`src/hw/gpc_cfg.svh`:
```
// Register map, field positions and reset values of the pin block
// Functional notes
// - Pin2 pull field: none, down, up; resets down
// - Pin2 input buffer enable; resets off
// - Pin2 driver enable, else high impedance; resets 0
// - Input register returns sampled levels of pins whose input buffer is enabled; other bits read 0
// - Output register bits drive the pins whose gpout_sel bit selects the output register; other pins follow alt_out
// - Output bit 2 drives pin2; resets 0
`ifndef GPC_CFG_SVH
`define GPC_CFG_SVH

// ****************************************
// Register offsets
// ****************************************
`define GPC_ADDR_W 8
`define GPC_DATA_W 8
`define GPC_OFS_PIN2_CFG 8'h04
`define GPC_OFS_PIN_IN 8'h05
`define GPC_OFS_PIN_OUT 8'h06

// ****************************************
// Field positions of the pin2 configuration register
// ****************************************
`define GPC_CFG_MODE_HI 7
`define GPC_CFG_MODE_LO 4
`define GPC_CFG_PULL_HI 3
`define GPC_CFG_PULL_LO 2
`define GPC_CFG_INEN_BIT 1
`define GPC_CFG_DRV_BIT 0

// ****************************************
// Reset values and pull encodings
// ****************************************
`define GPC_RST_MODE 4'h0
`define GPC_RST_PULL 2'h1
`define GPC_RST_INEN 1'h0
`define GPC_RST_DRV 1'h0
`define GPC_RST_OUT 3'h0
`define GPC_PULL_NONE 2'h0
`define GPC_PULL_DOWN 2'h1
`define GPC_PULL_UP 2'h2
`define GPC_NUM_PINS 3

`endif

```
`src/hw/gpc_pkg.sv`:
```
// Types shared by the pin block
`include "gpc_cfg.svh"
package gpc_pkg;

	// Stored content of the pin2 configuration register
	typedef struct packed {
		logic [3:0] mode;
		logic [1:0] pull;
		logic in_en;
		logic drv_on;
	} gpc_cfg_s;

	// Pad resistor controls seen by the pin2 pad cell
	typedef struct packed {
		logic pull_up;
		logic pull_down;
	} gpc_pull_s;

	// Register access request from the management bus engine
	typedef struct packed {
		logic wr;
		logic rd;
		logic [`GPC_ADDR_W-1:0] addr;
		logic [`GPC_DATA_W-1:0] wdata;
	} gpc_req_s;

endpackage

```
`src/hw/gpc_top.sv`:
```
// Pin configuration, input and output registers with pin drive logic
`timescale 1ns/10ps
`include "gpc_cfg.svh"
module gpc_top #(
	parameter int DATA_W = `GPC_DATA_W,
	parameter int NUM_PINS = `GPC_NUM_PINS
) (
	// Clock and reset
	input wire logic mclk,
	input wire logic reset,
	// Register access from the management bus engine
	input wire gpc_pkg::gpc_req_s req,
	output logic [DATA_W-1:0] rdata,
	output logic rvalid,
	// Settings of pins 0 and 1 held by other configuration registers
	input wire logic [NUM_PINS-2:0] other_in_en,
	input wire logic [NUM_PINS-2:0] other_drv_on,
	// Per-pin output source: 1 selects the output register
	input wire logic [NUM_PINS-1:0] gpout_sel,
	input wire logic [NUM_PINS-1:0] alt_out,
	// Pads
	input wire logic [NUM_PINS-1:0] pin_i,
	output logic [NUM_PINS-1:0] pin_o,
	output logic [NUM_PINS-1:0] pin_oe,
	output gpc_pkg::gpc_pull_s pin2_pull,
	output logic [3:0] pin2_mode
);

	// ****************************************
	// Elaboration checks
	// ****************************************
	if (DATA_W != `GPC_DATA_W || NUM_PINS != `GPC_NUM_PINS) begin : g_chk
		$error("gpc_top: register layout fixes 8 data bits and 3 pins");
	end

	// Stored fields must fill exactly one register word
	if ($bits(gpc_pkg::gpc_cfg_s) != DATA_W) begin : g_chk_cfg
		$error("gpc_top: pin2 configuration fields do not fill a word");
	end

	// ****************************************
	// Registers
	// ****************************************
	gpc_pkg::gpc_cfg_s cfg_q;
	logic [NUM_PINS-1:0] out_q;
	logic [NUM_PINS-1:0] in_q;
	logic [NUM_PINS-1:0] in_en;
	logic [DATA_W-1:0] rdata_q;
	logic rvalid_q;

	function automatic logic hit(input gpc_pkg::gpc_req_s r,
		input logic [`GPC_ADDR_W-1:0] ofs);
		hit = (r.addr == ofs);
	endfunction

	// Pin2 configuration register
	always_ff @(posedge mclk) begin
		if (reset) begin
			cfg_q.pull <= `GPC_RST_PULL;
			cfg_q.in_en <= `GPC_RST_INEN;
			cfg_q.drv_on <= `GPC_RST_DRV;
			cfg_q.mode <= `GPC_RST_MODE;
		end else if (req.wr && hit(req, `GPC_OFS_PIN2_CFG)) begin
			cfg_q.mode <= req.wdata[`GPC_CFG_MODE_HI:`GPC_CFG_MODE_LO];
			cfg_q.pull <= req.wdata[`GPC_CFG_PULL_HI:`GPC_CFG_PULL_LO];
			cfg_q.in_en <= req.wdata[`GPC_CFG_INEN_BIT];
			cfg_q.drv_on <= req.wdata[`GPC_CFG_DRV_BIT];
		end
	end

	// Output level register
	always_ff @(posedge mclk) begin
		if (reset) begin
			out_q <= `GPC_RST_OUT;
		end else if (req.wr && hit(req, `GPC_OFS_PIN_OUT)) begin
			out_q <= req.wdata[NUM_PINS-1:0];
		end
	end

	// ****************************************
	// Pin drive and sampling
	// ****************************************
	assign in_en = {cfg_q.in_en, other_in_en};

	// Pads are driven from flops so glitches on the muxes never reach a pin
	for (genvar i = 0; i < NUM_PINS; i++) begin : g_pin
		always_ff @(posedge mclk) begin
			if (reset) begin
				pin_o[i] <= 1'h0;
			end else begin
				pin_o[i] <= gpout_sel[i] ? out_q[i] : alt_out[i];
			end
		end

		always_ff @(posedge mclk) begin
			if (reset) begin
				in_q[i] <= 1'h0;
			end else begin
				in_q[i] <= pin_i[i] & in_en[i];
			end
		end
	end

	always_ff @(posedge mclk) begin
		if (reset) begin
			pin_oe <= '0;
		end else begin
			// pin2 driver follows its enable bit
			pin_oe <= {cfg_q.drv_on, other_drv_on};
		end
	end

	always_ff @(posedge mclk) begin
		if (reset) begin
			pin2_pull <= '0;
		end else begin
			pin2_pull.pull_up <= (cfg_q.pull == `GPC_PULL_UP);
			pin2_pull.pull_down <= (cfg_q.pull == `GPC_PULL_DOWN);
		end
	end

	assign pin2_mode = cfg_q.mode;

	// ****************************************
	// Read path
	// ****************************************
	// Unmapped offsets return zero, so software can probe the map safely
	function automatic logic [DATA_W-1:0] read_mux(
		input logic [`GPC_ADDR_W-1:0] ofs,
		input gpc_pkg::gpc_cfg_s cfg,
		input logic [NUM_PINS-1:0] levels_in,
		input logic [NUM_PINS-1:0] levels_out);
		logic [DATA_W-1:0] word;
		// reserved and unmapped bits read zero
		word = '0;
		case (ofs)
			`GPC_OFS_PIN2_CFG: begin
				word = cfg;
			end
			`GPC_OFS_PIN_IN: begin
				word[NUM_PINS-1:0] = levels_in;
			end
			`GPC_OFS_PIN_OUT: begin
				word[NUM_PINS-1:0] = levels_out;
			end
			default: begin
				word = '0;
			end
		endcase
		read_mux = word;
	endfunction

	// Answer strobe: one cycle per read request
	always_ff @(posedge mclk) begin
		if (reset) begin
			rvalid_q <= 1'h0;
		end else begin
			rvalid_q <= req.rd;
		end
	end

	// Read data holds until the next read so a slow master can fetch it late
	always_ff @(posedge mclk) begin
		if (reset) begin
			rdata_q <= '0;
		end else if (req.rd) begin
			rdata_q <= read_mux(req.addr, cfg_q, in_q, out_q);
		end
	end

	assign rdata = rdata_q;
	assign rvalid = rvalid_q;

endmodule

```
`config.mk`:
```
export PLATFORM = sky130hd
export DESIGN_NAME = gpc_top
export DESIGN_NICKNAME = d
export VERILOG_FILES = /design/src/hw/gpc_pkg.sv /design/src/hw/gpc_top.sv
export VERILOG_INCLUDE_DIRS = /design/src /design/src/hw
export SDC_FILE = /design/constraint.sdc
export NUM_CORES = 1
export LEC_CHECK = 0
export BUFFER_PORTS_ARGS = -buffer_cell sky130_fd_sc_hd__clkbuf_2
export CORE_MARGIN = 2
export CORE_UTILIZATION = 30
export DETAILED_ROUTE_END_ITERATION = 10
export PLACE_DENSITY = 0.55
export SETUP_SLACK_MARGIN = 0.15
export SYNTH_ARGS = -nofsm -noshare
export SYNTH_HDL_FRONTEND = slang
export SYNTH_SLANG_ARGS = --single-unit
```
`constraint.sdc`:
```
create_clock -name mclk -period 1.5 [get_ports mclk]
set_input_delay 0.3 -clock mclk [delete_from_list [all_inputs] [get_ports mclk]]
set_output_delay 0.3 -clock mclk [all_outputs]
set_load 0.02 [all_outputs]
```
Yosys cells after proc, flatten, opt, wreduce, memory -nomap -nowiden
Index checks and enable logic that the tools add are counted.
- reduce and logical (&&, ||, !) cells: 2
- mux-type cells: 5
- equal/unequal tests: 5
- bitwise operators: 3
- operator list (kind ; count):
    equality test 8 x 3 -> 1 bit (second input constant) ; 3
    case mux 3 bit (3 select lines) ; 1
    2-to-1 mux 5 bit ; 1
    AND 1 bit ; 3
    2-to-1 mux 1 bit ; 3
    equality test 2 x 1 -> 1 bit (second input constant) ; 1
    equality test 2 bit (second input constant) ; 1
    logical AND 1 bit ; 2
- logic and storage cells: 31
- flip-flop bits (word level): 31
- output and inout bits: 21

Longest topological paths before layout
Gate-level depths: netlist (run 1).
- depth in word-level cells: 2
- depth in mapped cells: 4

Least setup slack after synthesis (run 1)
No wires, ideal clock.
- kind: in2reg
- start: input port req[13] (netlist name)
- end: register cfg_q[2] (netlist name)
- data arrival time: 1.187 ns
- cell stages on the path: 4
- buffers on the path: 1
- setup slack: 0.242 ns
- cell sequence: nor4_4 -> and4b_1 -> buf_6 -> mux2i_1
- longest elaborated chain between the ends: 2
- RTL lines (what ; RTL line ; RTL):
    from (decl) ; gpc_top.sv:12 ; input wire gpc_pkg::gpc_req_s req,
    equality test 8 x 3 -> 1 bit ; gpc_top.sv:53 ; hit = (r.addr == ofs);
    logical AND 1 bit ; gpc_top.sv:63 ; end else if (req.wr && hit(req, `GPC_OFS_PIN2_CFG)) begin
    to (decl) ; gpc_top.sv:44 ; gpc_pkg::gpc_cfg_s cfg_q;
No other way between the ends.
A chain may end at the register's enable or synchronous reset.

Final worst setup path (run 1)
- start: input port req[13] (netlist name)
- end: register cfg_q (netlist bit pin2_mode[0])
Same word-level chain as after synthesis.

==> results.json, run 1 <==
{
  "yosysWarningCount": 0,
  "die_w_um": 70.49,
  "cp_data_arrival_time_ns": 1.36,
  "fin_crit_sh": 0.7715,
  "yosys.area.top_type": "dfxtp_1",
  "clk_latency_ns": 0.27,
  "vias": 1092,
  "power.switching_uw": 343.5,
  "ioPinCount": 54,
  "crit_path_start_kind": "input port",
  "grt_pass1_vias": 1142,
  "drtIter0Drc": 33,
  "h-tree-depth": 2,
  "cts_buffers": 5,
  "maxSlewViolCount": 0,
  "critPathLaunch": "req[13]",
  "clkPwrFrac": 0.371,
  "rr_endpoint": "rdata[0]",
  "synthTopCellsByArea": "dfxtp_1 (47%), mux2i_1 (11%), nand2b_1 (8.5%)",
  "nNetsFinal": 221,
  "outcome": "finished, final reports clean",
  "place_hpwl_mm": 2.353,
  "clock_path_buffers": 2,
  "hp-class": "input port to flip-flop",
  "sw_frac_of_total": 0.2210,
  "num_rows": 24,
  "start_util": 0.3089,
  "crit_path_max_fanout": 6,
  "synth-edff-count": 0,
  "wl_mm": 2.990,
  "rsz0062_at_grt": "no",
  "clock-sinks": 31,
  "diodes": 0,
  "ys_types": 27,
  "overflow": 0,
  "finalHoldViolations": 0,
  "core-area_mm2": 0.004294,
  "critPathKind": "input port to flip-flop",
  "cp-end-kind": "flip-flop",
  "drv_cap": 0,
  "die_y_um": 70.49,
  "stdcell_count": 239,
  "first_pass_iters": 4,
  "synth_area_mm2": 0.001326,
  "postRouteAntennaNets": 0,
  "grt_pass1_wl_mm": 4.995,
  "internal_power_uw": 1211,
  "critPathRequiredTime_ns": 1.70,
  "root_buffer": "clkbuf_8",
  "antenna_found_initial": 0,
  "hold_buffers": 0,
  "crit_path_end": "pin2_mode[0]",
  "p_seq_frac": 0.539,
  "setup_tns_ns": 0,
  "setup_viol": 0,
  "p_comb_frac": 0.090,
  "synthesis.nets": 168,
  "post-synth-top-count-cell": "dfxtp_1",
  "ys.flop_type": "dfxtp_1",
  "grt_max_degree": 19,
  "slew_headroom": 0.7890,
  "async_reset_ff_frac": 0,
  "fmax_mhz": 864.1,
  "power.density_mw_per_mm2": 915.9,
  "drcViolationCount": 0,
  "p_leak_uw": 0.0007448,
  "rrSetupSlack_ns": 0.48,
  "grt_use_total": 0.1289,
  "r2r_cells": 3,
  "finalCriticalPeriod_ns": 1.157,
  "wl_per_cell_um": 12.51,
  "place_congestion": 0.9172,
  "die_area_mm2": 0.004969,
  "holdPathStages": 3,
  "ys_seq_area_frac": 0.4679,
  "cts_tree": "done",
  "clkTransAtPathRegs_ns": 0.06,
  "clock_skew_ns": 0.003361,
  "ir_worst_vdd_mv": 0.3022,
  "portBuffers": 53,
  "cts_resized": 0,
  "hold_ws_ns": 0.2301,
  "tightest_slew_ns": 0.3137,
  "synthTopCellsByCount": "dfxtp_1 (31), nand2b_1 (18), mux2i_1 (14), nand2_1 (10)",
  "avgSynthCellArea_um2": 9.824,
  "dp.cells": 233,
  "drive_above_1_share": 0.3850,
  "synth_top_area_share": 0.4679,
  "via_per_inst": 4.569,
  "timing.rr.start": "out_q[0]",
  "ys_seq_elements": 31,
  "syn-instance-count": 135,
  "areaGrowthSynthToFinish_pct": 27.92,
  "post-cts-setup-buffers": 0
}
-- sequential cells by signal (all words and copies together), names as in the netlist --
signal	cells
pin2_pull	2
rvalid	1
cfg_q	4
in_q	3
pin2_mode	4
pin_oe	3
pin_o	3
rdata	8
out_q	3
-- metrics by stage --
step / setup slack (ns) / instance area [um2] / util / power (uW)
2_1_floorplan: 0.2418 / 1326 / - / 924.5
3_3_place_gp: 0.1120 / 1624 / 0.3782 / 993.8
3_5_place_dp: 0.03044 / 1624 / 0.3782 / 997.8
4_1_cts: 0.3129 / 1697 / 0.3951 / 1583
5_1_grt: 0.2163 / 1697 / 0.3951 / 1626
6_report: 0.3427 / 1697 / 0.3951 / 1554
-- critical path, stage by stage --
cell	delay [ns]
clkbuf_2	0.10
nor4_4	0.34
and4b_1	0.24
buf_4	0.17
mux2i_1	0.20
-- cells in the final DEF (no fill, tap or decap) --
cell	count
clkbuf_1	1
mux2_2	3
nor2b_1	9
nor3_1	1
inv_1	2
o31ai_1	5
and2_1	1
or3b_2	5
a31oi_1	3
and4_1	1
nand2_1	10
a21boi_0	1
dfxtp_1	31
nand3_1	1
nor3b_1	1
nor2_1	9
nor4_4	1
clkbuf_8	5
a221oi_1	1
clkbuf_2	53
nand4b_1	1
nand2b_1	18
buf_4	5
and4b_1	1
a211oi_1	2
mux2i_1	14
a21oi_1	2
-- metal layers --
layer,vias up,global-route usage,part of all wire
met5,-,0,0
met4,0,0.07051,0.025
met3,8,0.04185,0.058
met2,32,0.2338,0.54
met1,494,0.1281,0.38
li1,558,-,-
-- worst min-delay path by stage --
stage / from / slack (ns) / to
floorplan: other_in_en[0] / 0.41 / in_q[0]
detailed placement: cfg_q[1] / 0.44 / in_q[2]
finish: other_in_en[0] / 0.23 / in_q[0]
CTS: pin_i[2] / 0.22 / in_q[2]
global placement: cfg_q[1] / 0.44 / in_q[2]
global route: pin_i[2] / 0.22 / in_q[2]
-- power groups by stage --
stage	registers [uW]	clock network [uW]	logic [uW]
after floorplan	868	0	56.9
after global placement	856	0	138
after detailed placement	857	0	141
after CTS	838	603	142
after global routing	838	633	155
final	838	576	140
-- cells by family (layout without fill, tap and decap cells) --
kind of cell / count (synthesis) / in the layout / share of synthesized area
AO/OA/AOI/OAI: 14 / 14 / 0.07359
buffers and inverters: 14 / 66 / 0.05849
flip-flops: 31 / 31 / 0.4679
multiplexers: 17 / 17 / 0.1311
AND/OR/NAND/NOR: 59 / 59 / 0.2689
-- cell type report --
cell class | instances | area, um2
well taps | 52 | 65.06
multi-input cells | 90 | 628.1
fillers | 441 | 2597
repair buffers | 58 | 302.8
flip-flops and latches | 31 | 620.6
inverters | 2 | 7.507
clock buffers | 6 | 72.57
No activity file was read; power rests on OpenSTA's default activity.
==> run 2, diff against run 1 <==
--- a/config.mk
+++ b/config.mk
@@ -6,11 +6,12 @@
 export SDC_FILE = /design/constraint.sdc
 export NUM_CORES = 1
 export LEC_CHECK = 0
+export ABC_AREA = 1
 export BUFFER_PORTS_ARGS = -buffer_cell sky130_fd_sc_hd__clkbuf_2
 export CORE_MARGIN = 2
 export CORE_UTILIZATION = 30
 export DETAILED_ROUTE_END_ITERATION = 10
-export PLACE_DENSITY = 0.55
+export PLACE_DENSITY = 0.56
 export SETUP_SLACK_MARGIN = 0.15
 export SYNTH_ARGS = -nofsm -noshare
 export SYNTH_HDL_FRONTEND = slang
==> constraint.sdc (replaced) <==
create_clock -name mclk -period 1.2 [get_ports mclk]
set_input_delay 0.24 -clock mclk [delete_from_list [all_inputs] [get_ports mclk]]
set_output_delay 0.24 -clock mclk [all_outputs]
set_load 0.02 [all_outputs]
==> run 2 against run 1 <==
Highest routed layer unchanged. Global-route usage shrank 0.085 points. Count of clock-buffer cells in the layout rose by 1. Critical endpoint is now pin2_mode[0]. Clock skew about the same. Final cell count grew 10%. Clock power rose by 38%.
==> results.json, run 2 <==
{
  "outcome": "finished, final reports clean",
  "die_y_um": 67.90,
  "syn-instance-count": 155,
  "timing.rr.start": "cfg_q[1]",
  "r2r_cells": 4,
  "die_w_um": 67.90,
  "crit_path_max_fanout": 3,
  "synth_mux_area_frac": 0,
  "crit_path_end": "pin2_mode[0]",
  "clock-sinks": 31,
  "grt_pass1_vias": 1020,
  "drive_above_1_share": 0.3897,
  "maxSlewViolCount": 0,
  "final_common_cell": "clkbuf_2",
  "async_reset_ff_frac": 0,
  "path_delay_family": "flip-flops",
  "slew_headroom": 0.8136,
  "path_buf_inv": 1,
  "cts_buffers": 5,
  "synth-edff-count": 0,
  "crit_cells": 1,
  "ioPinCount": 54,
  "overflow": 0,
  "synthSimpleGateAreaFrac": 0.2543,
  "worst_slack_ns": 0.1800,
  "num_rows": 23,
  "wl_mm": 2.708,
  "fin_util": 0.4200,
  "drv_cap": 0,
  "rsz0062_at_grt": "yes",
  "hold_buffers": 0,
  "yosys.area.top_type": "dfxtp_1",
  "fmax_mhz": 980.4,
  "drtIter0Drc": 14,
  "rr_endpoint": "rdata[1]",
  "nNetsFinal": 245,
  "antenna_found_initial": 0,
  "crit_path_start_kind": "flip-flop",
  "wl_per_cell_um": 10.30,
  "tightest_slew_ns": 0.2785,
  "rrSetupSlack_ns": 0.42,
  "diodes": 0,
  "portBuffers": 53,
  "finalHoldViolations": 0,
  "postRouteAntennaNets": 0,
  "vias": 1127,
  "synth_top_family_by_area": "simple AND/OR/NAND/NOR gates",
  "crit_slowest_cell": "dfxtp_2",
  "synth_xor_area_frac": 0,
  "place_congestion": 0.6936,
  "h-tree-depth": 2,
  "root_buffer": "clkbuf_8",
  "fin_crit_sh": 0.8500,
  "post-synth-top-count-cell": "dfxtp_1",
  "cp_data_arrival_time_ns": 0.78,
  "die_area_mm2": 0.004610,
  "synth_fa_ha_area_frac": 0,
  "synthTopCellsByArea": "dfxtp_1 (51%), nand2_1 (6.4%), a21oi_1 (5.7%)",
  "synth_area_mm2": 0.001225,
  "synthesis.nets": 188,
  "critPathKind": "flip-flop to output pin",
  "p_leak_uw": 0.0008130,
  "synth_top_area_share": 0.5066,
  "ys_types": 20,
  "drcViolationCount": 0,
  "finalCriticalPeriod_ns": 1.020,
  "crit_chain": "clkbuf_8",
  "ys_seq_elements": 31,
  "avgSynthCellArea_um2": 7.903,
  "ys_seq_area_frac": 0.5066,
  "areaGrowthSynthToFinish_pct": 36.16,
  "via_per_inst": 4.285,
  "synth_compound_area_frac": 0.1369,
  "grt_use_total": 0.1280,
  "core-area_mm2": 0.003971,
  "ys.flop_type": "dfxtp_1",
  "grt_pass1_wl_mm": 4.243,
  "largest_reg_flops": 8,
  "power.density_mw_per_mm2": 1222,
  "place_hpwl_mm": 2.002,
  "critPathRequiredTime_ns": 0.96,
  "ir_worst_vdd_mv": 0.5696,
  "final_cell_mix": "clkbuf_2 (43), dfxtp_1 (27), nand2_1 (21)",
  "hp-class": "input port to flip-flop",
  "clock_skew_ns": 0.003570,
  "grt_max_degree": 17,
  "start_util": 0.3084,
  "clock_path_buffers": 2,
  "synthTopCellsByCount": "dfxtp_1 (31), nand2_1 (21), inv_1 (17), nor2_1 (17), a21oi_1 (14)",
  "place_ws_ns": -0.02421,
  "clkTransAtPathRegs_ns": 0.07,
  "max_stage_delay_ns": 0.35,
  "setup_viol": 0,
  "clk_latency_ns": 0.28,
  "cts_tree": "done",
  "critPathLaunch": "pin2_mode[0]",
  "cp-end-kind": "output pin",
  "yosysWarningCount": 0,
  "first_pass_iters": 4
}
## run 2: changes by cell type after synthesis, sizes merged, moves of 4 or more
cell	previous run	this run
a21oi	2	14
o21ai	0	18
or3b	5	0
o31ai	5	0
inv	2	19
nor2b	9	0
nand3	1	13
nand2b	18	0
clkbuf	5	1
mux2i	14	0
nor2	9	27
nand2	10	23
## run 2: worst min path at each step
stage / cells after the start / end / slack, ns / startpoint
after floorplan: 1 / rdata[0] / 0.31 / reset
after global placement: 2 / pin_o[1] / 0.43 / gpout_sel[1]
after detailed placement: 2 / pin_o[2] / 0.44 / gpout_sel[2]
after CTS: 3 / pin_oe[0] / 0.13 / other_drv_on[0]
after global routing: 2 / pin_o[1] / 0.14 / gpout_sel[1]
final: 2 / pin_o[2] / 0.14 / gpout_sel[2]
## run 2: per-layer routing
| layer | track usage | up-vias | share of wire |
|---|---|---|---|
| met2 | 0.2145 | 33 | 0.46 |
| met3 | 0.05757 | 7 | 0.070 |
| li1 | - | 604 | - |
| met1 | 0.1358 | 483 | 0.45 |
| met5 | 0 | - | 0 |
| met4 | 0.06500 | 0 | 0.020 |
## run 2: cells by family (layout without fill, tap and decap cells)
family,count (synthesis),after routing
and+or+nand+nor,64,64
buffers and inverters,27,85
DFF,31,31
AOI/OAI and AO/OA,33,33
## run 2: final cells by class
type | instances | area [um2]
clock buffer | 7 | 76.32
clock inverter | 1 | 5.005
fill | 429 | 2303
inverter | 19 | 73.82
multi-input combinational | 97 | 479.2
sequential | 31 | 625.6
tap | 50 | 62.56
timing repair buffer | 58 | 345.3
## run 2: through the flow
| stage | cells | power (uW) | hold slack [ns] | area (um2) | setup TNS [ns] |
|---|---|---|---|---|---|
| after floorplan | 155 | 1174 | 0.3091 | 1225 | 0 |
| after global placement | 255 | 1269 | 0.4320 | 1551 | -0.001302 |
| after detailed placement | 255 | 1269 | 0.4360 | 1551 | -0.1087 |
| after CTS | 263 | 2067 | 0.1308 | 1660 | 0 |
| after global routing | 263 | 2140 | 0.1411 | 1668 | 0 |
| final | 263 | 2038 | 0.1407 | 1668 | 0 |
## run 2: power breakdown
| part | switching [uW] | leakage, uW | internal (uW) |
|---|---|---|---|
| sequential | 7.93 | 0.000255 | 1050 |
| combinational | 106 | 0.000516 | 78.2 |
| clock | 387 | 0.0000422 | 406 |
## run 2: worst register-to-register path: stages, from the launching register on
cell and delay, ns:
dfxtp_1 0.36, nand3_1 0.08, nand3_1 0.09, nand2_1 0.06
a21oi_1 0.12
## run 2: repair_timing
action | CTS | global route
setup endpoints to repair | 4 | 8
buffers inserted | 0 | 0
resized for setup | 10 | 11
